**src/pkg/srb_pkg.sv**
```systemverilog
// Package for the sensor result register bank: offsets, bit positions, codes.
// Assumes a byte-wide register access port driven by a serial front end on clk_in.
package srb_pkg;
    // Register word offsets (byte addresses of the low byte)
    localparam logic [7:0]  SRB_OFS_COMMAND   = 8'h22;
    localparam logic [7:0]  SRB_OFS_TEMP      = 8'h2E;
    localparam logic [7:0]  SRB_OFS_PRESS     = 8'h30;
    localparam logic [7:0]  SRB_OFS_SNAP      = 8'h32;
    localparam logic [7:0]  SRB_OFS_EVENT     = 8'h36;
    // Command codes
    localparam logic [15:0] SRB_CMD_SLEEP     = 16'h6C32;
    localparam logic [15:0] SRB_CMD_RESET     = 16'hB169;
    // Event status bit positions
    localparam int          SRB_BIT_IDLE      = 0;
    localparam int          SRB_BIT_PRESS_UP  = 3;
    localparam int          SRB_BIT_TEMP_UP   = 4;
    localparam int          SRB_BIT_BSUP      = 7;
    localparam int          SRB_BIT_BCHK      = 8;
    localparam int          SRB_BIT_SAT       = 10;
    localparam int          SRB_BIT_CRCERR    = 11;
    localparam int          SRB_BIT_PRESS_OV  = 14;
    localparam int          SRB_BIT_TEMP_OV   = 15;
    // Event-type bits, cleared by writing 1
    localparam logic [15:0] SRB_EVENT_MASK    = 16'hC998;
    // Reset values
    localparam logic [15:0] SRB_RST_WORD      = 16'h0000;
    // Configuration memory reload: word count and index of the last word read
    localparam logic [3:0]  SRB_RELOAD_WORDS  = 4'h8;
    localparam logic [3:0]  SRB_RELOAD_LAST   = 4'h7;

    typedef enum logic [1:0] {
        SRB_ST_LOAD  = 2'b00,
        SRB_ST_CHECK = 2'b01,
        SRB_ST_RUN   = 2'b10,
        SRB_ST_SLEEP = 2'b11
    } srb_state_t;
endpackage

```
**src/hw/srb_boot_seq.sv**
```systemverilog
// Power-up sequence: walks the configuration memory, reloads it, checks its CRC.
// Assumes the memory answers a read address in the same cycle.
`timescale 1ns/1ps
module srb_boot_seq (
    // Clock and reset
    input  wire logic        clk_in,
    input  wire logic        resetn_in,
    // Start request (commanded reset; the power-up walk starts from reset)
    input  wire logic        start_in,
    // Configuration memory
    output logic [3:0]       nvm_addr_out,
    input  wire logic [7:0]  nvm_data_in,
    // Result
    output logic             busy_out,
    output logic             crc_ok_out
);
    import srb_pkg::*;

    logic [3:0] idx_r;
    logic [7:0] crc_r;
    logic       busy_r;
    logic       ok_r;
    logic [7:0] crc_nxt;
    logic       last_w;

    // CRC-8, poly 0x07, over all bytes; a correct image leaves zero behind
    always_comb begin
        crc_nxt = crc_r ^ nvm_data_in;
        for (int i = 0; i < 8; i++) begin
            crc_nxt = crc_nxt[7] ? ((crc_nxt << 1) ^ 8'h07) : (crc_nxt << 1);
        end
    end

    assign last_w       = (idx_r == SRB_RELOAD_LAST);
    assign nvm_addr_out = idx_r;
    assign busy_out     = busy_r;
    assign crc_ok_out   = ok_r;

    always_ff @(posedge clk_in or negedge resetn_in) begin
        if (!resetn_in) begin
            idx_r  <= 4'h0;
            crc_r  <= 8'h00;
            busy_r <= 1'b1;
            ok_r   <= 1'b0;
        end else if (start_in) begin
            idx_r  <= 4'h0;
            crc_r  <= 8'h00;
            busy_r <= 1'b1;
            ok_r   <= 1'b0;
        end else if (busy_r) begin
            crc_r <= crc_nxt;
            idx_r <= idx_r + 4'h1;
            if (last_w) begin
                busy_r <= 1'b0;
                ok_r   <= (crc_nxt == 8'h00);
            end
        end
    end
endmodule

```
**src/hw/srb_top.sv**
```systemverilog
// Sensor result register bank: command word, results, event and snapshot status.
// Assumes a serial front end on clk_in that presents byte reads and writes with
// an auto-incrementing byte address, and a measurement core on the same clock.
`timescale 1ns/1ps

module srb_top (
    // Clock and reset
    input  wire logic        clk_in,
    input  wire logic        resetn_in,
    // Byte access from the serial front end
    input  wire logic        acc_start_in,
    input  wire logic [7:0]  acc_addr_in,
    input  wire logic        acc_rd_in,
    input  wire logic        acc_wr_in,
    input  wire logic [7:0]  acc_wdata_in,
    output logic [7:0]       acc_rdata_out,
    // Measurement core
    input  wire logic        temp_valid_in,
    input  wire logic [15:0] temp_value_in,
    input  wire logic        press_valid_in,
    input  wire logic [15:0] press_value_in,
    input  wire logic        sat_in,
    input  wire logic        bridge_supply_fault_in,
    input  wire logic        bridge_check_fault_in,
    input  wire logic        link_crc_fault_in,
    // Configuration memory
    output logic [3:0]       nvm_addr_out,
    input  wire logic [7:0]  nvm_data_in,
    // Device state
    output logic             sleep_out,
    output logic             measure_en_out,
    output logic             results_valid_out,
    output logic             crc_fail_out
);
    import srb_pkg::*;

    srb_state_t  state_r;
    srb_state_t  state_nxt;
    logic [7:0]  ptr_r;
    logic [7:0]  lo_hold_r;
    logic [15:0] temp_r;
    logic [15:0] press_r;
    logic [15:0] event_r;
    logic [15:0] event_nxt;
    logic [1:0]  snap_r;
    logic        temp_seen_r;
    logic        press_seen_r;
    logic        boot_start_r;
    logic [7:0]  rdata_r;
    logic        boot_busy;
    logic        boot_ok;

    // Address handling: byte pointer auto-increments across words
    wire  [7:0]  cur_addr     = acc_start_in ? acc_addr_in : ptr_r;
    wire  [7:0]  word_addr    = {cur_addr[7:1], 1'b0};
    wire         hi_byte      = cur_addr[0];
    wire         hit_cmd      = (word_addr == SRB_OFS_COMMAND);
    wire         hit_temp     = (word_addr == SRB_OFS_TEMP);
    wire         hit_press    = (word_addr == SRB_OFS_PRESS);
    wire         hit_snap     = (word_addr == SRB_OFS_SNAP);
    wire         hit_event    = (word_addr == SRB_OFS_EVENT);
    wire         acc_any      = acc_rd_in | acc_wr_in;
    wire         wr_hi        = acc_wr_in & hi_byte;
    wire  [15:0] wr_word      = {acc_wdata_in, lo_hold_r};
    // Word completes on its high byte; reading the high byte ends the word read
    wire         rd_temp_done = acc_rd_in & hi_byte & hit_temp;
    wire         rd_pres_done = acc_rd_in & hi_byte & hit_press;
    wire         run          = (state_r == SRB_ST_RUN);
    // Codes act on the high byte with the held low byte; any other value falls through
    wire         cmd_sleep    = wr_hi & hit_cmd & (wr_word == SRB_CMD_SLEEP);
    wire         cmd_reset    = wr_hi & hit_cmd & (wr_word == SRB_CMD_RESET);
    wire         ev_clear_wr  = wr_hi & hit_event;
    wire  [15:0] clr_mask     = ev_clear_wr ? (wr_word & SRB_EVENT_MASK) : 16'h0000;
    // Results only move while running after a good memory check
    wire         upd_temp     = run & boot_ok & temp_valid_in;
    wire         upd_press    = run & boot_ok & press_valid_in;
    wire  [15:0] snap_word;

    // Snapshot word: live mirror plus the two captured fresh bits
    wire  [10:0] snap_mirror_hi = event_r[15:5];
    wire  [2:0]  snap_mirror_lo = event_r[2:0];
    assign snap_word = {snap_mirror_hi, snap_r[1], snap_r[0], snap_mirror_lo};

    // Memory walk runs at power-up and again after every reset command
    srb_boot_seq u_boot (
        .clk_in       (clk_in),
        .resetn_in    (resetn_in),
        .start_in     (boot_start_r),
        .nvm_addr_out (nvm_addr_out),
        .nvm_data_in  (nvm_data_in),
        .busy_out     (boot_busy),
        .crc_ok_out   (boot_ok)
    );

    // Device state
    always_comb begin
        state_nxt = state_r;
        case (state_r)
            SRB_ST_LOAD: begin
                // Start flag covers the cycle before the restarted walk shows busy
                if (!boot_busy && !boot_start_r) begin
                    state_nxt = SRB_ST_CHECK;
                end
            end
            SRB_ST_CHECK: begin
                state_nxt = SRB_ST_RUN;
            end
            SRB_ST_RUN: begin
                if (cmd_sleep) begin
                    state_nxt = SRB_ST_SLEEP;
                end
            end
            SRB_ST_SLEEP: begin
                state_nxt = SRB_ST_SLEEP;
            end
            default: begin
                state_nxt = SRB_ST_LOAD;
            end
        endcase
        // Reset command wins from any state; other codes fall through unchanged
        if (cmd_reset) begin
            state_nxt = SRB_ST_LOAD;
        end
    end

    always_ff @(posedge clk_in or negedge resetn_in) begin
        if (!resetn_in) begin
            state_r <= SRB_ST_LOAD;
        end else begin
            state_r <= state_nxt;
        end
    end

    // Boot restarts a cycle after the command, once the write has landed
    always_ff @(posedge clk_in or negedge resetn_in) begin
        if (!resetn_in) begin
            boot_start_r <= 1'b0;
        end else begin
            boot_start_r <= cmd_reset;
        end
    end

    // Byte pointer; a start together with an access uses its address at once
    always_ff @(posedge clk_in or negedge resetn_in) begin
        if (!resetn_in) begin
            ptr_r <= 8'h00;
        end else if (acc_any) begin
            ptr_r <= cur_addr + 8'h01;
        end else if (acc_start_in) begin
            ptr_r <= acc_addr_in;
        end
    end

    // Low byte held until the high byte completes the word write
    always_ff @(posedge clk_in or negedge resetn_in) begin
        if (!resetn_in) begin
            lo_hold_r <= 8'h00;
        end else if (acc_wr_in && !hi_byte) begin
            lo_hold_r <= acc_wdata_in;
        end
    end

    // Event status next value: hardware sets win over clears
    always_comb begin
        event_nxt = event_r & ~clr_mask;
        if (rd_temp_done) begin
            event_nxt[SRB_BIT_TEMP_UP] = 1'b0;
        end
        if (rd_pres_done) begin
            event_nxt[SRB_BIT_PRESS_UP] = 1'b0;
        end
        if (upd_temp) begin
            event_nxt[SRB_BIT_TEMP_UP] = 1'b1;
            // Overrun judged on the old flag, before any clear this cycle
            if (event_r[SRB_BIT_TEMP_UP]) begin
                event_nxt[SRB_BIT_TEMP_OV] = 1'b1;
            end
        end
        if (upd_press) begin
            event_nxt[SRB_BIT_PRESS_UP] = 1'b1;
            if (event_r[SRB_BIT_PRESS_UP]) begin
                event_nxt[SRB_BIT_PRESS_OV] = 1'b1;
            end
        end

        // Fault pulses are kept as events until the host clears them
        if (bridge_supply_fault_in) begin
            event_nxt[SRB_BIT_BSUP] = 1'b1;
        end
        if (bridge_check_fault_in) begin
            event_nxt[SRB_BIT_BCHK] = 1'b1;
        end
        if (link_crc_fault_in) begin
            event_nxt[SRB_BIT_CRCERR] = 1'b1;
        end

        // Status-type bits follow their condition
        event_nxt[SRB_BIT_SAT]  = sat_in;
        event_nxt[SRB_BIT_IDLE] = run;
    end

    // Event status register
    always_ff @(posedge clk_in or negedge resetn_in) begin
        if (!resetn_in) begin
            event_r <= SRB_RST_WORD;
        end else begin
            event_r <= event_nxt;
        end
    end

    // Result words keep their values over a reset command
    always_ff @(posedge clk_in or negedge resetn_in) begin
        if (!resetn_in) begin
            temp_r <= SRB_RST_WORD;
        end else if (upd_temp) begin
            temp_r <= temp_value_in;
        end
    end

    always_ff @(posedge clk_in or negedge resetn_in) begin
        if (!resetn_in) begin
            press_r <= SRB_RST_WORD;
        end else if (upd_press) begin
            press_r <= press_value_in;
        end
    end

    // Snapshot bits catch the old flag on the edge that clears it
    always_ff @(posedge clk_in or negedge resetn_in) begin
        if (!resetn_in) begin
            snap_r <= 2'b00;
        end else begin
            if (rd_pres_done) begin
                snap_r[0] <= event_r[SRB_BIT_PRESS_UP];
            end
            if (rd_temp_done) begin
                snap_r[1] <= event_r[SRB_BIT_TEMP_UP];
            end
        end
    end

    // First-measurement flags; a reset command makes the results stale again
    always_ff @(posedge clk_in or negedge resetn_in) begin
        if (!resetn_in) begin
            temp_seen_r  <= 1'b0;
            press_seen_r <= 1'b0;
        end else if (boot_start_r) begin
            temp_seen_r  <= 1'b0;
            press_seen_r <= 1'b0;
        end else begin
            if (upd_temp) begin
                temp_seen_r <= 1'b1;
            end
            if (upd_press) begin
                press_seen_r <= 1'b1;
            end
        end
    end

    // Read data: low byte at even address, high byte at odd; unmapped reads zero
    // Command word is write-only and reads as zero like any unmapped word
    wire  [15:0] rd_word = hit_temp  ? temp_r    :
                           hit_press ? press_r   :
                           hit_snap  ? snap_word :
                           hit_event ? event_r   : 16'h0000;
    wire  [7:0]  rd_byte = hi_byte ? rd_word[15:8] : rd_word[7:0];

    always_ff @(posedge clk_in or negedge resetn_in) begin
        if (!resetn_in) begin
            rdata_r <= 8'h00;
        end else if (acc_rd_in) begin
            rdata_r <= rd_byte;
        end
    end

    // Registered read byte stands until the next read; state flags are levels
    assign acc_rdata_out     = rdata_r;
    assign sleep_out         = (state_r == SRB_ST_SLEEP);
    assign measure_en_out    = run;
    assign results_valid_out = temp_seen_r & press_seen_r;
    assign crc_fail_out      = run & ~boot_ok;
endmodule

```
**config.mk**
```make
export PLATFORM = sky130hd
export DESIGN_NAME = srb_top
export DESIGN_NICKNAME = d
export VERILOG_FILES = /design/src/pkg/srb_pkg.sv /design/src/hw/srb_boot_seq.sv /design/src/hw/srb_top.sv
export SDC_FILE = /design/constraint.sdc
export NUM_CORES = 1
export LEC_CHECK = 0
export BUFFER_PORTS_ARGS = -buffer_cell sky130_fd_sc_hd__buf_2
export CAP_MARGIN = 0
export CORE_UTILIZATION = 55
export DETAILED_ROUTE_END_ITERATION = 12
export PLACE_DENSITY = 0.86
export SYNTH_ARGS = -nofsm -noshare
export SYNTH_HDL_FRONTEND = slang
export SYNTH_SLANG_ARGS = --single-unit
```
**constraint.sdc**
```tcl
create_clock -name clk_in -period 2.9 [get_ports clk_in]
set_input_delay 0.29 -clock clk_in [delete_from_list [all_inputs] [get_ports clk_in]]
set_output_delay 0.29 -clock clk_in [all_outputs]
set_load 0.02 [all_outputs]
```
==> results summary, run 1 <==
For the worst flop-to-flop path, the logic depth is 5. The number of placed I/O pins came out at 83. The delay of the slowest cell on the worst path came out at 0.58 ns.

By instance count, the leading cell after synthesis is nand2_1. The per-cell routed wire length came out at 15.57 µm. The placeable core region is 7687 µm². The filler cells instantiated in the layout total 648. The hold slack is 0.05616 ns. The count of mapped cells out of synthesis came out at 442. The die is 90.91 µm tall. The total power divided by cell area is 496.5 nW/µm². The final weighted congestion of routability-driven global placement is 0.9212. The clock drives 86 sinks. In this run, the number of DRC markers left after iteration 0 of detailed routing was 272. The required time reported for the critical path endpoint is 3.11 ns.

The startpoint identified for the worst hold timing path is sat_in. The footprint of the flip-flops and latches came out at 2153 µm². The number of cells on the critical path is 5. The classification of the worst-slack hold path is in2reg. Of the post-synthesis cell area, the dominant cell type holds 48.92%. In the post-synthesis netlist, the biggest area contributors are dfrtp_1 (49%), nand2_1 (11%), xnor2_1 (4.6%).

The worst voltage drop across the vdd grid is 393.3 µV. The met2 wirelength from detailed routing came out at 4731 µm. The max-slew violation count was 0. STA classifies the critical path startpoint as a flop.

The fmax came out at 0.4506 GHz. The count of vias placed by the detailed router came out at 3562. The most used flip-flop cell after synthesis is dfrtp_1. The length of routed met3 wiring came out at 484 µm. The biggest area contributor in the post-synthesis netlist is dfrtp_1.

The arrival time at the worst endpoint is 2.43 ns. The transition time of the tightest slew-check pin is 0.7748 ns. The deepest clock path buffer count is 2. The net load switching power is 0.7148 mW. The number of antenna violations at the first check in global routing came out at 0. Along the worst hold path, the cell count comes to 1. The leftover overflow at the end of global routing came out at 0. The latest clock arrival within the worst-skew pair came out at 0.35 ns. The total design power came out at 2.502 mW. The synthesized area per cell is 9.837 µm². The number of standard-cell rows in the floorplan is 32.

The library cell used as clock root buffer is clkbuf_8. The switching part of the total came out at 28.56%. The critical path is of the reg2reg type.

The post-CTS setup buffer count is 0. The cell family contributing the most delay on the critical path is simple AND/OR/NAND/NOR gates. The die area is 8265 µm².

The minimum setup slack among reg-to-reg paths came out at 0.68 ns. The floorplan step set the die width to 90.91 µm. The setup TNS after final layout is 0 ns. The detailed-placement wirelength estimate is 7309 µm.

Once the floorplan was initialized, standard cells occupied 56.56% of the core. The part of the power in the clock network is 29.7%. Traced cell by cell, the critical path runs through or4b_4 > a22oi_1 > nand3_1 > nor4_1 > nor2_1. The port buffer count came out at 82.

The via count of the first global-routing pass came out at 3504. The standby leakage power is 2.471 nW. The final net count came out at 594. Along the worst path, the maximum fanout reaches 5.

The share of power burned in registers came out at 52.9%. The cell area after layout came out at 5040 µm². The tool flagged a number of max-cap violations equal to 0. In this run, the combinational gates consume 17.4% of the power. The global-route wire length before repair is 16720 µm. The endpoint of the worst register-to-register path is state_r[1]$_DFFE_PN0P_. After clock tree synthesis, the flow added hold-fix buffers numbering 1. The share of the clock period used by the worst path after layout came out at 76.53%.

Before CTS, the worst setup slack after placement is 0.4980 ns. The number of buffers inserted during clock tree synthesis came out at 9. In the final routing, the length of wire on met1 measures 4397 µm. For the final database, setup skew stands at 0.01599 ns. The path with the worst hold slack has its endpoint at event_r[10]$_DFF_PN0_. The synthesized net count came out at 512. The number of buffers and inverters on the critical path is 0.

The clock period minus worst slack is 2.219 ns. The share of cells above drive strength 1 is 24.01%. STA classifies the critical path endpoint as a flop. The total global-route track usage came out at 25.45%. Setup slack closes at 0.6806 ns.

The number of flops mapped to enable cells by yosys came out at 0. In the routed design, unresolved DRC markers number 0. Once placement finished, the instance area stood at 4858 µm². The highest metal layer carrying signal wires in the routed design is met4. The run finished with clean final reports. Setup violations remaining at the end of the flow were counted as 0. The post-cts resize count came out at 0. Once detail routing completed, the nets flagged for antenna violations numbered 0. Sorting the synthesized cells by how often they occur yields nand2_1 (125), dfrtp_1 (85), nor2_1 (25).

Relative to the synthesized area, the layout overhead comes to 15.91%. The H-tree was split into 3 levels. TritonCTS built the clock tree. The vias per cell is 5.645. In this run the critical register-to-register path is launched from ptr_r[7]$_DFF_PN0_. Setup repair after global routing left no endpoint under its margin. The overall routed net length came out at 9825 µm. The internal portion of the total power is 1.788 mW. After clock tree synthesis, the clock-pin slew on the worst setup and hold paths is 0.09 ns. The multi-input combinational cells in the finished layout cover a total of 2069 µm². The sequential area share after synthesis came out at 49.53%. The number of different library cells used by synthesis comes to 56. The mapped netlist covers 4348 µm².

Entering global routing, the biggest net connects 48 pins. The number of iterations in the first detailed-routing pass is 5. The count of warnings emitted by yosys is 0. The number of register bits inferred by synthesis came out at 86. Counting flops with an async set or reset pin after synthesis yields a share of 100.0%. Among all stages on the critical path, the largest delay is contributed by or4b_4.

Measured against its own limit, the worst slew margin works out to 48.35%. The number of antenna cells inserted is 0. The number of failing hold endpoints at the final stage is 0.
## cell families (layout without fill, tap and decap cells)
group | Yosys count | after routing | share of synthesized area (%)
adder cells (fa/ha/maj) | 3 | 3 | 0.8634
AND/OR/NAND/NOR | 207 | 207 | 22.19
XOR/XNOR | 37 | 37 | 8.806
flip-flops | 86 | 86 | 49.53
multiplexers | 24 | 24 | 6.072
buffers and inverters | 28 | 115 | 2.877
AO/OA/AOI/OAI | 57 | 57 | 9.669
## worst max-delay path by stage
stage,to,startpoint,slack [ns]
4_1_cts,state_r[0]$_DFFE_PN0P_,ptr_r[7]$_DFF_PN0_,0.69
3_3_place_gp,state_r[1]$_DFFE_PN0P_,acc_start_in,0.60
5_1_grt,state_r[1]$_DFFE_PN0P_,ptr_r[7]$_DFF_PN0_,0.58
2_1_floorplan,snap_r[1]$_DFFE_PN0P_,ptr_r[7]$_DFF_PN0_,0.66
6_report,state_r[1]$_DFFE_PN0P_,ptr_r[7]$_DFF_PN0_,0.68
3_5_place_dp,state_r[1]$_DFFE_PN0P_,acc_start_in,0.50
## routing by layer
layer / track usage [%] / vias to the layer above
li1: - / 1687
met1: 34.55 / 1722
met2: 41.67 / 135
met3: 3.620 / 18
met4: 9.524 / 0
met5: 0 / -
## cell usage in the layout, fill, tap and decap left out, types with 6 or more instances in the layout
| master | n |
|---|---|
| mux2_2 | 14 |
| nand2_1 | 125 |
| o21ai_0 | 9 |
| inv_1 | 9 |
| xor2_1 | 10 |
| nor2_1 | 25 |
| a21o_1 | 6 |
| a221oi_1 | 8 |
| nand3_1 | 12 |
| clkbuf_8 | 9 |
| mux2i_1 | 8 |
| buf_2 | 81 |
| buf_4 | 6 |
| xnor2_1 | 23 |
| a21oi_1 | 7 |
| dfrtp_1 | 85 |
## flip-flops by register name, summed over array words and instances, names as in the netlist
signal,flops
ptr_r,8
acc_rdata_out,8
temp_seen_r,1
press_r,16
press_seen_r,1
u_boot.nvm_addr_out,4
u_boot.crc_r,8
lo_hold_r,8
u_boot.crc_ok_out,1
u_boot.busy_out,1
snap_r,2
state_r,2
event_r,9
temp_r,16
boot_start_r,1
## through the flow
stage,instances,util [%]
2_1_floorplan,442,-
3_3_place_gp,614,63.20
3_5_place_dp,614,63.20
4_1_cts,631,65.56
5_1_grt,631,65.56
6_report,631,65.56
## power groups by stage
stage               Sequential (mW)  Clock, mW  Combinational (mW)
CTS                            1.32      0.761               0.436
global route                   1.33      0.803               0.478
finish                         1.32      0.744               0.435
global placement               1.34          0               0.418
floorplan                      1.34          0               0.272
detailed placement             1.35          0               0.433
## final cells by class
type	instances	share of cell area (%)
clock inverters	7	0.9434
multi-input cells	328	41.06
inverters	10	0.7448
clock buffers	9	2.458
flip-flops and latches	86	42.73
repair buffers	89	9.533
well taps	102	2.532
Power figures use the tool's default switching activity.
==> inputs of run 2 (changes only) <==
Settings changed: CORE_UTILIZATION 55 to 50, PLACE_DENSITY 0.86 to 0.83.
Clock period 2.9 ns to 1.87 ns, I/O delays scaled along.
==> results summary, run 2 (same netlist as run 1, synthesis figures left out) <==
The number of iterations in the first detailed-routing pass is 5. The worst setup path is captured at a flop. The required time reported for the critical path endpoint came out at 2.14 ns. The buffer and inverter count on the worst path came out at 3. The transition time of the tightest slew-check pin came out at 0.5813 ns. The per-cell routed wire length came out at 17.38 µm.

The library cell used most frequently in the layout, excluding fill and tap cells, is nand2_1. The total setup violations reported at the end of the flow is 17. TritonCTS built the clock tree. The initialized floorplan defines 33 standard-cell rows. The final net count is 633. The vias per cell is 5.734.

In the layout the commonest cells are nand2_1 (125), dfrtp_1 (85), buf_2 (81). The total cell area at the placement stage came out at 5050 µm². The maximum fanout count along the critical path came out at 6. The tightest slew margin relative to the limit is 61.25%. The setup path with the least slack is of type reg2reg. The number of failing hold endpoints at the final stage is 0. The largest registers in the layout are press_r x16, temp_r x16, event_r x9. Cells with a size suffix above 1 make up 32.39% of the layout. Across all layers, the routed design uses 3859 vias.

The CTS clock-pin slew for the worst setup and hold paths came out at 0.09 ns. The number of antenna violations at the first check in global routing is 0. After detailed routing, the number of remaining DRC violations is 0. The clock period minus worst slack came out at 2.160 ns.

The area growth from synthesis to layout came out at 28.12%. The delay of the slowest cell on the worst path is 0.56 ns. The number of inserted filler cells in the final layout is 627. The worst setup margin came out at -0.2899 ns. The number of levels the H-tree was split into is 3. For the worst setup path, the data arrival time is 2.43 ns. The checks that failed: negative setup slack.

The first global-routing pass estimated 17470 µm of wire. The end-of-flow core utilization came out at 67.12%. On the critical path, the stage with the largest delay is an instance of or4b_4. Counting every sink on the clock net gives 86. The clock reaches the later pin of the worst-skew pair after 0.36 ns. The floorplan step set the die height to 95.25 µm. The cell total after placement is 642. Setup repair after global routing could not meet its margin everywhere. The total power divided by cell area came out at 762.5 nW/µm².

The deepest clock path buffer count is 2. The worst voltage drop across the vdd grid came out at 416.5 µV. The max-slew violation count came out at 0. For this design the top-level I/O count stands at 83. The detailed-placement wirelength estimate is 7771 µm. The detailed router's first-iteration violation count is 366. The cell sitting at the root of the clock tree is a clkbuf_8. The antenna violation net count after detailed routing is 0. Entering global routing, the biggest net connects 46 pins. Summing all multi-input logic gate instances after layout gives 2225 µm². The total global-route track usage came out at 25.66%.

Tracing the worst setup path back leads to its startpoint at ptr_r[6]$_DFF_PN0_. The die span in x is 95.25 µm. The number of max-cap violations came out at 0. The placeable core region is 8299 µm². The floorplan step defined a die boundary enclosing 9073 µm². The finished cells cover 5570 µm².

The run finished, with violations left. The via count of the first global-routing pass came out at 3605. The hold slack came out at 0.01201 ns.

Walking the worst path, the cells encountered are or4b_4 > a222oi_1 > buf_4 > buf_8 > buf_12 > a32oi_2 > a31oi_1. The post-route non-filler standard cell count is 673. Derived from the worst setup path, the maximum achievable clock frequency is 0.4630 GHz. Once the floorplan was initialized, standard cells occupied 52.39% of the core. The startpoint of the worst hold path is press_value_in[14]. The worst hold path belongs to the class in2reg. The port buffer count is 82. The congestion estimate from routability-driven global placement came to 0.9573. The number of antenna cells inserted is 0.

The worst setup path is launched from a flop. The number of buffers inserted during clock tree synthesis came out at 9. In this design, the largest share of critical-path delay is due to compound AO/OA/AOI/OAI gates. The sequential cells in the finished layout cover a total of 2153 µm².

The setup TNS after final layout came out at -2.594 ns. Between clock sinks in the finished design, the worst skew comes to 0.01192 ns. In this run the critical register-to-register path is launched from ptr_r[6]$_DFF_PN0_.

The leftover overflow at the end of global routing came out at 0. The analysis attributes to cell leakage a power of 2.739 nW. The overall routed net length came out at 11690 µm. The share of the clock period used by the worst path after layout came out at 115.5%.
[run 2: what timing repair did]
action / CTS / global route
pin swaps: 9 / 10
hold buffers: 2 / 0
buffers inserted: 6 / 6
setup endpoints to repair: 20 / 55
cloned: 1 / 0
gates resized for setup: 16 / 16
hold endpoints to repair: 42 / 0
[run 2: layout make-up]
cell class	instances	share of cell area [%]
tap	105	2.358
sequential	86	38.66
timing repair buffer	128	14.65
clock buffer	10	2.471
multi-input combinational	328	39.94
clock inverter	6	1.258
inverter	10	0.6739
[run 2: path summary, 6_finish.rpt]
path                                                end  slack (ns)  cells past startpoint
max in group asynchronous      lo_hold_r[3]$_DFFE_PN0P_        0.82                      3
max                        acc_rdata_out[6]$_DFFE_PN0P_       -0.29                      7
min                             press_r[14]$_DFFE_PN0P_        0.01                      3
min in group asynchronous         temp_r[1]$_DFFE_PN0P_        0.36                      2
max reg2reg                acc_rdata_out[6]$_DFFE_PN0P_       -0.29                      7
min reg2reg                     press_r[15]$_DFFE_PN0P_        0.48                      2
[run 2: layer usage]
layer  part of all wire, %  up-vias  track usage [%]
met2                    50      177            41.25
li1                      -     1769                -
met3                   6.4       37            5.104
met1                    41     1876            35.03
met5                     0        -                0
met4                   2.4        0            8.081
[run 2: worst reg2reg max path, stage by stage (launching register included)]
cell,delay (ns)
dfrtp_1,0.39
or4b_4,0.56
a222oi_1,0.33
buf_4,0.20
buf_8,0.14
buf_12,0.12
a32oi_2,0.11
a31oi_1,0.23
[run 2: power by group]
| part | leakage, nW | switching, mW | internal, mW | total [mW] |
|---|---|---|---|---|
| Sequential | 1.07 | 0.0848 | 1.96 | 2.05 |
| Combinational | 1.57 | 0.417 | 0.411 | 0.829 |
| Clock | 0.0951 | 0.709 | 0.661 | 1.37 |
[run 2: metrics by stage]
step,power [mW],worst slack (ns)
after global routing,4.417,-0.3065
after floorplan,2.496,-0.3109
after CTS,4.205,-0.1929
final,4.247,-0.2899
after detailed placement,2.834,-0.2537
after global placement,2.798,-0.1747
==> inputs of run 3 (changes only) <==
Settings changed: GPL_TIMING_DRIVEN set to 0.
==> results summary, run 3 (same netlist as run 1, synthesis figures left out) <==
The flow ran to the end, but the final reports show violations. The final reports fail on negative setup slack. The detailed router's first-iteration violation count is 391. The number of antenna violations at the first check in global routing came to 0.

The number of iterations in the first detailed-routing pass came out at 5. Setup violations remaining at the end of the flow were counted as 20. Wires add up to 11630 µm. Summing internal, switching and leakage power gives 4.196 mW. VDD sags by at most 568.3 µV. The number of buffers inserted during clock tree synthesis is 9. The kind of critical path is reg2reg.

Summed over all layers, the global routing overflow is 0. Along the worst path, the maximum fanout reaches 4. The transition time of the tightest slew-check pin is 0.5993 ns. The cell area after layout came out at 5562 µm².

The starting utilization of the core area is 52.39%. Setup repair after global routing could not meet its margin everywhere. After layout, the worst setup slack is -0.2588 ns. The number of standard-cell rows in the floorplan is 33. The classification of the worst-slack hold path is in2reg. The count of clock tree sinks is 86. The share of the clock period used by the worst path after layout is 113.8%. The vias per cell is 5.807. The total global-route track usage came out at 26.23%. The share of cells above drive strength 1 came out at 31.14%. The area growth from synthesis to layout came out at 27.91%. Detailed routing inserted a total of 3873 vias. The total power divided by cell area came out at 754.4 nW/µm². The antenna violation net count after detailed routing came out at 0. The pre-CTS setup slack is -0.8103 ns. STA classifies the critical path startpoint as a flop. The global-route wire length before repair came out at 18030 µm. The die span in x came out at 95.25 µm. The deepest clock path buffer count is 2. The number of failing hold endpoints at the final stage came out at 0. The largest registers in the layout are press_r x16, temp_r x16, event_r x9.

The die height is 95.25 µm. The max-slew violation count came out at 0. The via count of the first global-routing pass is 3792. Entering global routing, the biggest net connects 63 pins. The CTS clock-pin slew for the worst setup and hold paths came out at 0.10 ns. TritonCTS built the clock tree. In the layout the commonest cells are nand2_1 (122), dfrtp_1 (85), buf_2 (82). The number of max-cap violations came out at 0. The clock period minus worst slack is 2.129 ns. The arrival time at the worst endpoint came out at 2.45 ns.

The worst setup path is captured at a flop. The latest clock arrival within the worst-skew pair came out at 0.37 ns. The placeable core region is 8299 µm².

The remaining routing DRC violations is 0. The final weighted congestion of routability-driven global placement is 0.8444. In this run the tightest slew margin relative to its limit is 60.04%. The detailed-placement wirelength estimate is 7706 µm. The final clock skew is 0.01636 ns.

The final net count is 627. In this run the count of I/O pins placed on the die edge is 83. Summed over all failing endpoints, the final setup total negative slack is -3.658 ns. The hold slack came out at 0.002025 ns. The required time reported for the critical path endpoint came out at 2.19 ns.

The number of levels the H-tree was split into is 3. The die area came out at 9073 µm². The fmax came out at 0.4698 GHz. The port buffer count came out at 82.

The number of inserted filler cells in the final layout came out at 598. The library cell used most frequently in the layout, excluding fill and tap cells, is nand2_1. The root buffer cell chosen for the clock tree is clkbuf_8. The per-cell routed wire length is 17.44 µm.

Once placement finished, the instance area stood at 4920 µm². The standby leakage power came out at 2.695 nW. The number of antenna diodes in the final layout is 0.
## run 3: through the flow
step	utilization, %	std cells
2_1_floorplan	-	442
6_report	67.01	667
3_3_place_gp	58.92	629
3_5_place_dp	59.28	630
5_1_grt	67.01	667
4_1_cts	65.49	662
## run 3: layout make-up
type | instances | area [µm²] | share of cell area (%)
multi-input combinational | 328 | 2253 | 40.52
sequential | 86 | 2153 | 38.72
timing repair buffer | 105 | 679.4 | 12.22
tap | 105 | 131.4 | 2.362
clock buffer | 9 | 123.9 | 2.227
buffer | 17 | 100.1 | 1.800
clock inverter | 7 | 80.08 | 1.440
inverter | 10 | 40.04 | 0.7199
## run 3: worst paths after layout
kind	start	to	slack (ns)	cells after the start
min in group asynchronous	resetn_in	acc_rdata_out[3]$_DFFE_PN0P_	0.25	2
hold reg to reg	press_r[0]$_DFFE_PN0P_	press_r[0]$_DFFE_PN0P_	0.48	2
hold / removal	temp_value_in[2]	temp_r[2]$_DFFE_PN0P_	0.002	3
setup / recovery	ptr_r[7]$_DFF_PN0_	acc_rdata_out[5]$_DFFE_PN0P_	-0.26	8
setup reg to reg	ptr_r[7]$_DFF_PN0_	acc_rdata_out[5]$_DFFE_PN0P_	-0.26	8
max in group asynchronous	resetn_in	u_boot.busy_out$_DFF_PN1_	0.94	3
## run 3: where the power goes
group          leakage (nW)  switching (mW)  internal [mW]
registers              1.07          0.0904           1.97
logic                  1.53           0.407          0.370
clock network        0.0964           0.732          0.631
total                  2.69            1.23           2.97
## run 3: critical path, stage by stage (launching register included)
cell	delay (ns)
dfrtp_1	0.40
or4b_4	0.55
a222oi_1	0.32
buf_4	0.23
buf_12	0.12
buf_6	0.09
a221oi_2	0.05
nor3_1	0.23
a21o_1	0.11
## run 3: routing by layer
metal  vias up  track usage, %  wire length, µm
met5         -               0                0
met4         0           13.13              254
met3        29           4.864              766
met2       164           41.07             5797
met1      1920           34.92             4812
li1       1760               -                -
## run 3: what timing repair did
action                     CTS  global route
hold endpoints to repair    25             0
hold buffers                 2             0
gates cloned                 1             1
resized for setup           30            22
setup buffers               14             5
setup endpoints to repair   25            58
pin swaps                   18            18
